$ cat config.mk
export PLATFORM = sky130hd
export DESIGN_NAME = vid_input_gpio_change_detect
export DESIGN_NICKNAME = d
export VERILOG_FILES = /design/src/vid_input_gpio_change_detect.v /design/src/level_sync.v
export VERILOG_INCLUDE_DIRS = /design/src /design/src/src
export SDC_FILE = /design/constraint.sdc
export NUM_CORES = 1
export LEC_CHECK = 0
export ABC_CLOCK_PERIOD_IN_PS = 2950
export BUFFER_PORTS_ARGS = -buffer_cell sky130_fd_sc_hd__buf_2
export CAP_MARGIN = 15
export CORE_UTILIZATION = 55
export CTS_CLUSTER_SIZE = 10
export DETAILED_ROUTE_END_ITERATION = 10
export PLACE_DENSITY = 0.86
export SETUP_SLACK_MARGIN = 0.15
export SLEW_MARGIN = 20
export SYNTH_ARGS = -nofsm -noshare
export SYNTH_HDL_FRONTEND = slang
export SYNTH_SLANG_ARGS = --single-unit
$ cat constraint.sdc
create_clock -name clk -period 2.95 [get_ports clk]
set_input_delay 0.59 -clock clk [delete_from_list [all_inputs] [get_ports clk]]
set_output_delay 0.59 -clock clk [all_outputs]
set_load 0.02 [all_outputs]
$ cat src/code_port_defines.vh
// register offsets, field positions, reset values and timing counts of the code port
`ifndef CODE_PORT_DEFINES_VH
`define CODE_PORT_DEFINES_VH
`define ADDR_INT_STATUS_TWO 8'h42
`define ADDR_CODE_IO 8'h43
`define ADDR_INT_MASK_TWO 8'h75
`define ADDR_CONFIG_FIVE 8'h7c
`define BIT_FLAG 0
`define BIT_CODE_SIX 5
`define BIT_THRESHOLD 6
`define BIT_PIN_FUNC 7
`define BIT_GPIO_EN 4
`define BIT_IO6_MODE_LO 2
`define BIT_IO6_MODE_HI 3
`define IO6_MODE_OUTPUT 2'h1
`define RESET_CODE_IO 8'h00
`define RESET_MASK 8'h00
`define RESET_CONFIG 8'h00
`define CLK_HZ 40000000
`define WINDOW_NS 11000
`define WINDOW_CYCLES ((`WINDOW_NS * (`CLK_HZ / 1000000)) / 1000)
`endif

$ cat src/vid_input_gpio_change_detect.v
// code input port with change detect, general outputs and avalon register slave
//
// Behaviour
// - threshold_select 0 picks about 1 V switching, 1 picks 0.6 V.
// - bit 7 of code/io register selects shared pin: supply input or sixth code.
// - with pin select 0, bit 5 of code/io register reads zero.
// - with pin select 1, bit 5 returns the shared pin level outside gpio mode and the stored output level in gpio mode.
// - with pin select 0, status bit 0 reports supply out-of-limit results.
// - with pin select 1, status bit 0 reports code changes while config five bit 4 is clear.
// - flag sets when code differs from its value 11 us earlier.
// - code change raises alert unless mask register two bit 0 is set.
// - config five bit 4 turns code inputs into general outputs.
// - general outputs 0 to 5 drive the level last written in the code bits; general io 6 drives low.
// - independent general io 6 mode set by config five bits 3 to 2.
// - general io lines 0 to 4 on the code pins, 5 on the shared pin with pin select 1, and 6 independent.
// - bits 0 to 4 of code/io return the five code input levels outside gpio mode and the stored output levels in gpio mode.
`timescale 1ns/10ps
`include "code_port_defines.vh"
module vid_input_gpio_change_detect #(
  parameter WINDOW_CYCLES = `WINDOW_CYCLES
) (
  // clock and reset
  input wire clk,
  input wire rst_n,
  // avalon-mm slave
  input wire [7:0] address,
  input wire read,
  input wire write,
  input wire [31:0] writedata,
  input wire [3:0] byteenable,
  output reg [31:0] readdata,
  output reg waitrequest,
  output reg [1:0] response,
  // code pins, two-way as general outputs
  input wire [4:0] code_pin_in,
  output reg [4:0] code_pin_out,
  output reg [4:0] code_pin_oe,
  // shared pin used as sixth code input
  input wire shared_pin_in,
  output reg shared_pin_oe,
  output reg shared_pin_out,
  // independent general io
  input wire independent_general_io_in,
  output reg independent_general_io_out,
  output reg independent_general_io_oe,
  // analog front end
  output reg threshold_select,
  output reg supply_measure_en,
  input wire supply_limit_event,
  // alert
  output reg irq
);
  reg [7:0] code_io_q;
  reg [7:0] mask_q;
  reg [7:0] config_q;
  reg [7:0] status_q;
  reg [5:0] code_ref_q;
  reg [15:0] win_cnt_q;
  wire [5:0] code_sync;
  wire io6_sync;
  wire pin_func;
  wire gpio_en;
  wire [5:0] code_now;
  wire window_end;
  reg code_changed;
  reg flag_event;
  wire access;
  wire wr_done;
  reg [7:0] read_val;
  reg mapped;
  reg [7:0] code_rb;
  reg [1:0] bus_state_q;
  reg [1:0] bus_state_d;
  // one-hot bus states
  localparam BUS_IDLE = 2'b01;
  localparam BUS_ANSWER = 2'b10;

  level_sync #(.WIDTH(7)) u_sync (
    .clk(clk),
    .rst_n(rst_n),
    .async_in({independent_general_io_in, shared_pin_in, code_pin_in}),
    .sync_out({io6_sync, code_sync})
  );

  assign pin_func = code_io_q[`BIT_PIN_FUNC];
  assign gpio_en = config_q[`BIT_GPIO_EN];
  // sixth bit reads zero while the shared pin measures the supply
  assign code_now = {code_sync[5] & pin_func, code_sync[4:0]};

  // the window ends when the counter has run down
  assign window_end = (win_cnt_q == 16'h0000);

  // compare the code against the sample taken one window earlier
  always @* begin
    code_changed = 1'b0;
    if (window_end && (code_now != code_ref_q)) begin
      code_changed = 1'b1;
    end
  end

  // shared status bit: supply event or code change, by pin function
  always @* begin
    flag_event = 1'b0;
    if (pin_func) begin
      // outputs in gpio mode are not watched for changes
      flag_event = code_changed & ~gpio_en;
    end else begin
      flag_event = supply_limit_event;
    end
  end

  // a request is taken only while the slave is idle
  assign access = (read | write) & bus_state_q[0];
  // a write lands at the edge where waitrequest is seen low
  assign wr_done = write & bus_state_q[1] & byteenable[0];

  // code/io readback
  always @* begin
    code_rb = 8'h00;
    if (gpio_en) begin
      // stored output levels; bit 5 only exists as a code line
      code_rb = {code_io_q[7:6], code_io_q[5] & pin_func, code_io_q[4:0]};
    end else begin
      code_rb = {code_io_q[7:6], code_now};
    end
  end

  // register decode
  always @* begin
    read_val = 8'h00;
    mapped = 1'b0;
    if (address == `ADDR_INT_STATUS_TWO) begin
      read_val = status_q;
      mapped = 1'b1;
    end else if (address == `ADDR_CODE_IO) begin
      read_val = code_rb;
      mapped = 1'b1;
    end else if (address == `ADDR_INT_MASK_TWO) begin
      read_val = mask_q;
      mapped = 1'b1;
    end else if (address == `ADDR_CONFIG_FIVE) begin
      read_val = config_q;
      mapped = 1'b1;
    end
  end

  // window counter reloads each time it runs down
  always @(posedge clk) begin
    if (!rst_n) begin
      win_cnt_q <= 16'h0000;
    end else if (window_end) begin
      win_cnt_q <= WINDOW_CYCLES[15:0] - 16'h0001;
    end else begin
      win_cnt_q <= win_cnt_q - 16'h0001;
    end
  end

  // reference sample taken at each window end
  always @(posedge clk) begin
    if (!rst_n) begin
      code_ref_q <= 6'h00;
    end else if (window_end) begin
      code_ref_q <= code_now;
    end
  end

  // bus state: idle, then one answer cycle with waitrequest low
  always @* begin
    bus_state_d = bus_state_q;
    case (bus_state_q)
      BUS_IDLE: begin
        if (access) begin
          bus_state_d = BUS_ANSWER;
        end
      end
      BUS_ANSWER: begin
        bus_state_d = BUS_IDLE;
      end
      default: begin
        bus_state_d = BUS_IDLE;
      end
    endcase
  end

  // waitrequest drops only in the answer cycle
  always @(posedge clk) begin
    if (!rst_n) begin
      bus_state_q <= BUS_IDLE;
      waitrequest <= 1'b1;
    end else begin
      bus_state_q <= bus_state_d;
      waitrequest <= ~bus_state_d[1];
    end
  end

  // read data and response captured at the take edge, standing in the answer cycle
  always @(posedge clk) begin
    if (!rst_n) begin
      readdata <= 32'h00000000;
      response <= 2'h0;
    end else begin
      response <= 2'h0;
      if (access && read) begin
        readdata <= {24'h000000, read_val};
        if (!mapped) begin
          response <= 2'h2;
        end
      end
      if (access && write && !mapped) begin
        response <= 2'h2;
      end
    end
  end

  // code/io register; bit 5 keeps its level for the shared output
  always @(posedge clk) begin
    if (!rst_n) begin
      code_io_q <= `RESET_CODE_IO;
    end else if (wr_done && address == `ADDR_CODE_IO) begin
      code_io_q <= writedata[7:0];
    end
  end

  // interrupt mask two
  always @(posedge clk) begin
    if (!rst_n) begin
      mask_q <= `RESET_MASK;
    end else if (wr_done && address == `ADDR_INT_MASK_TWO) begin
      mask_q <= writedata[7:0];
    end
  end

  // configuration five
  always @(posedge clk) begin
    if (!rst_n) begin
      config_q <= `RESET_CONFIG;
    end else if (wr_done && address == `ADDR_CONFIG_FIVE) begin
      config_q <= writedata[7:0];
    end
  end

  // read clears, a new event in the same cycle wins
  always @(posedge clk) begin
    if (!rst_n) begin
      status_q <= 8'h00;
    end else if (access && read && address == `ADDR_INT_STATUS_TWO) begin
      status_q <= {7'h00, flag_event};
    end else begin
      status_q <= {7'h00, status_q[`BIT_FLAG] | flag_event};
    end
  end

  // code pins become general outputs in gpio mode
  always @(posedge clk) begin
    if (!rst_n) begin
      code_pin_out <= 5'h00;
      code_pin_oe <= 5'h00;
    end else begin
      code_pin_out <= code_io_q[4:0];
      code_pin_oe <= {5{gpio_en}};
    end
  end

  // shared pin is a general output only while it serves as a code line
  always @(posedge clk) begin
    if (!rst_n) begin
      shared_pin_out <= 1'b0;
      shared_pin_oe <= 1'b0;
    end else begin
      shared_pin_out <= code_io_q[`BIT_CODE_SIX];
      shared_pin_oe <= gpio_en & pin_func;
    end
  end

  // independent io: output level fixed low, direction from config five
  always @(posedge clk) begin
    if (!rst_n) begin
      independent_general_io_out <= 1'b0;
      independent_general_io_oe <= 1'b0;
    end else begin
      independent_general_io_out <= 1'b0;
      independent_general_io_oe <=
        (config_q[`BIT_IO6_MODE_HI:`BIT_IO6_MODE_LO] == `IO6_MODE_OUTPUT);
    end
  end

  // analog front end controls
  always @(posedge clk) begin
    if (!rst_n) begin
      threshold_select <= 1'b0;
      supply_measure_en <= 1'b1;
    end else begin
      threshold_select <= code_io_q[`BIT_THRESHOLD];
      supply_measure_en <= ~pin_func;
    end
  end

  // level alert while an unmasked status bit is set
  always @(posedge clk) begin
    if (!rst_n) begin
      irq <= 1'b0;
    end else begin
      irq <= status_q[`BIT_FLAG] & ~mask_q[`BIT_FLAG];
    end
  end
endmodule

$ cat src/level_sync.v
// two-stage synchroniser for a bus of levels
`timescale 1ns/10ps
module level_sync #(
  parameter WIDTH = 1
) (
  // clock and reset
  input wire clk,
  input wire rst_n,
  // levels
  input wire [WIDTH-1:0] async_in,
  output reg [WIDTH-1:0] sync_out
);
  reg [WIDTH-1:0] meta_q;

  always @(posedge clk) begin
    if (!rst_n) begin
      meta_q <= {WIDTH{1'b0}};
      sync_out <= {WIDTH{1'b0}};
    end else begin
      meta_q <= async_in;
      sync_out <= meta_q;
    end
  end
endmodule

==> reports/qor.csv <==
stage,metric,value,unit
logic_synthesis,synth-xor-area-share,4.32,%
timing,skew,0.00793,ns
logic_synthesis,synth_top_area_share,48.2,%
logic_synthesis,muxShareOfSynthArea,6.13,%
detailed_routing,drtIter0Drc,262,
pwr,leakagePower,0.00170,uW
placed_design,portBuffers,53,
pwr,p_seq_share,46.8,%
worst_setup_path,critPathKind,reg -> reg,
layout,diodes,0,
placed_design,place_inst,474,
layout,finalNonFillerCells,490,
pwr,swShare,30.4,%
worst_setup_path,critPathRequiredTime,3.22,ns
pwr,peakVddDrop,0.414,mV
detailed_routing,drt_first_pass_iters,5,
global_routing,grt_pass1_wl,10.7,mm
detailed_routing,wl_per_cell,13.6,microns
floorplanning,io_pins,108,
logic_synthesis,synth-seq-cells,83,
floorplanning,die-area,6590,sq um
placed_design,pre_cts_ws,0.655,ns
pwr,p_clk_share,31.7,%
timing,layout_setup_ws,0.877,ns
logic_synthesis,post-synth-top-area-cell,dfxtp_1,
floorplanning,num_rows,28,
clocking,clock-sinks,83,
logic_synthesis,ys_types,50,
timing,setup_viol,0,
floorplanning,die_height,81.2,microns
clocking,htreeDepth,3,
timing,slew_headroom,58.8,%
status,status,"complete, no violations",
timing,hold_ws,0.432,ns
timing,tns,0,ns
clocking,cts_root_buf,clkbuf_8,
pwr,p_comb_share,21.5,%
worst_setup_path,crit_path_max_fanout,15,
detailed_routing,wl,6.67,mm
clocking,clock_latency,0.35,ns
logic_synthesis,ys_warn_count,0,
global_routing,grt.total_usage,21.7,%
timing,min_period,2.07,ns
flow_run,maxCapViolCount,0,
placed_design,routabilityCongestion,0.819,
detailed_routing,vias,2612,
min_path,hp-class,reg -> reg,
timing,final-hold-violation-count,0,
pwr,power.internal,1970,uW
logic_synthesis,synth_compound_area_share,10.9,%
timing,post-route-period-util,70.3,%
logic_synthesis,yosys.area_share.simple,20.9,%
logic_synthesis,synth-async-reset-ratio,0,%
layout,drive_gt1_share,19.0,%
global_routing,antenna_found_initial,0,
logic_synthesis,synth_top_family_by_area,simple AND/OR/NAND/NOR gates,
timing,tightest_slew,0.617,ns
worst_setup_path,critical_path_arrival,2.35,ns
logic_synthesis,ys_seq_area_share,48.2,%
worst_setup_path,end_kind,register,
clocking,cts.repair.resized,0,
clocking,cts_tree,built,
global_routing,grt_remaining_overflow,0,
layout,fillers,494,
logic_synthesis,synthAdderAreaFrac,0.726,%
pwr,p_per_area,730,nW/um^2
layout,fin_nets,468,
floorplanning,fp.dieW,81.2,microns
placed_design,hpwl,4.72,mm
logic_synthesis,synthCells,361,
detailed_routing,drtAntennaViolNets,0,
worst_setup_path,startpoint_type,register,
clocking,postCtsSetupBuffers,0,
global_routing,grt_pass1_vias,2371,
clocking,cts_buffers,9,
clocking,clkTransAtPathRegs,0.08,ns
timing,drv_slew,0,
timing,fmax,482,MHz
detailed_routing,vias_per_cell,5.33,
logic_synthesis,synthFlopType,dfxtp_1,
pwr,power.switching,859,uW
clocking,ctsHoldBuffers,0,
detailed_routing,route.detailed.drc,0,
floorplanning,initial_core_util,57.5,%
timing,rsz0062_at_grt,no,
layout,area_growth,12.3,%
logic_synthesis,synth_area,3450,sq um
logic_synthesis,ys_top_cells_by_area,"dfxtp_1 (48%), buf_4 (6.5%), mux2i_1 (5.8%), and2_1 (3.8%), o21ai_0 (3.2%)",
logic_synthesis,synth_area_per_cell,9.55,sq um
clocking,clk_path_buf_depth,2,
floorplanning,core_area,5990,sq um
pwr,p_total,2830,uW
global_routing,grt_max_degree,60,
logic_synthesis,synth_edf_count,0,
## area by class of cell
type                            instances  area [sq um]  area share, %
Sequential cell                        83          1660           42.9
Multi-Input combinational cell        254          1580           40.8
Timing Repair Buffer                   56           288           7.43
Clock buffer                           10           138           3.56
Tap cell                               75          93.8           2.42
Clock inverter                          6          88.8           2.29
Inverter                                6          22.5          0.582
## cells in the mapped netlist, drive strengths merged, types with 2 or more instances
| master | n |
|---|---|
| a21oi | 9 |
| a22oi | 8 |
| and2 | 21 |
| and3 | 2 |
| and3b | 2 |
| buf | 34 |
| clkbuf | 9 |
| dfxtp | 83 |
| ha | 2 |
| inv | 6 |
| mux2i | 20 |
| nand2 | 28 |
| nand3 | 20 |
| nand3b | 3 |
| nand4 | 6 |
| nor2 | 21 |
| nor2b | 10 |
| nor3 | 5 |
| nor4 | 2 |
| nor4b | 2 |
| o211ai | 2 |
| o21a | 2 |
| o21ai | 23 |
| o22a | 4 |
| o31ai | 4 |
| or4 | 2 |
| xnor2 | 5 |
| xor2 | 12 |
## metrics by stage
stage	util [%]	instance area [sq um]
after floorplan	-	3540
after global placement	60.8	3640
after detailed placement	60.8	3640
after CTS	64.6	3870
after global routing	64.6	3870
final	64.6	3870
## critical path: stages (launching register included)
cell and delay, ns:
dfxtp_1 0.34, inv_1 0.09, ha_1 0.19, nor4b_1 0.34, nand4_2 0.46, a41o_1 0.39
o31ai_1 0.17
## final timing paths
kind / start / endpoint / slack, ns / cells after the start
worst max-delay path: win_cnt_q[0]$_SDFF_PN0_ / status_q[0]$_SDFF_PN0_ / 0.88 / 6
worst min-delay path: u_sync.meta_q[4]$_SDFF_PN0_ / u_sync.sync_out[4]$_SDFF_PN0_ / 0.43 / 1
worst max register to register: win_cnt_q[0]$_SDFF_PN0_ / status_q[0]$_SDFF_PN0_ / 0.88 / 6
worst min register to register: u_sync.meta_q[4]$_SDFF_PN0_ / u_sync.sync_out[4]$_SDFF_PN0_ / 0.43 / 1
## registers in the layout (all words and copies together) (netlist names)
register / count
bus_state_q: 2
code_io_q: 8
code_pin_oe: 1
code_pin_out: 5
code_ref_q: 6
config_q: 8
independent_general_io_oe: 1
irq: 1
mask_q: 8
readdata: 8
response: 1
shared_pin_oe: 1
shared_pin_out: 1
status_q: 1
supply_measure_en: 1
threshold_select: 1
u_sync.meta_q: 6
u_sync.sync_out: 6
waitrequest: 1
win_cnt_q: 16
## layer usage
layer	global-route usage [%]	vias to the layer above	share of wire, %
met5	0	-	0
met4	8.39	0	2.0
met3	4.94	13	5.7
met2	36.6	118	48
met1	26.7	1189	44
li1	-	1292	-
## power by group through the flow
| stage | combinational [uW] | clock [uW] | sequential, uW |
|---|---|---|---|
| floorplan | 514 | 0 | 1330 |
| global placement | 580 | 0 | 1340 |
| detailed placement | 604 | 0 | 1340 |
| CTS | 609 | 912 | 1320 |
| global route | 673 | 965 | 1340 |
| finish | 608 | 896 | 1320 |
## logic make-up (layout without fill, tap and decap cells)
group | after synthesis | count (layout)
AND/OR/NAND/NOR | 129 | 129
flip-flops | 83 | 83
buffers and inverters | 49 | 78
other | 1 | 26
XOR/XNOR | 17 | 17
multiplexers | 21 | 21
adder cells (fa/ha/maj) | 2 | 2
AO/OA/AOI/OAI | 59 | 59
## cell usage in the layout (no fill, tap or decap), types with 2 or more instances in the layout
cell type	count
dfxtp_1	83
buf_2	53
nand2_1	28
conb_1	26
o21ai_0	22
and2_1	21
nor2_1	21
mux2i_1	20
nand3_1	19
xor2_1	12
nor2b_1	10
clkbuf_8	10
a21oi_1	9
a22oi_1	8
inv_1	6
xnor2_1	5
nand4_1	5
o22a_1	4
nor3_1	4
o31ai_1	4
nand3b_1	3
buf_4	3
and3b_1	2
or4_1	2
and3_1	2
o211ai_1	2
o21a_1	2
ha_1	2
clkinvlp_4	2
bufinv_16	2
(Power assumes the default switching activity.)
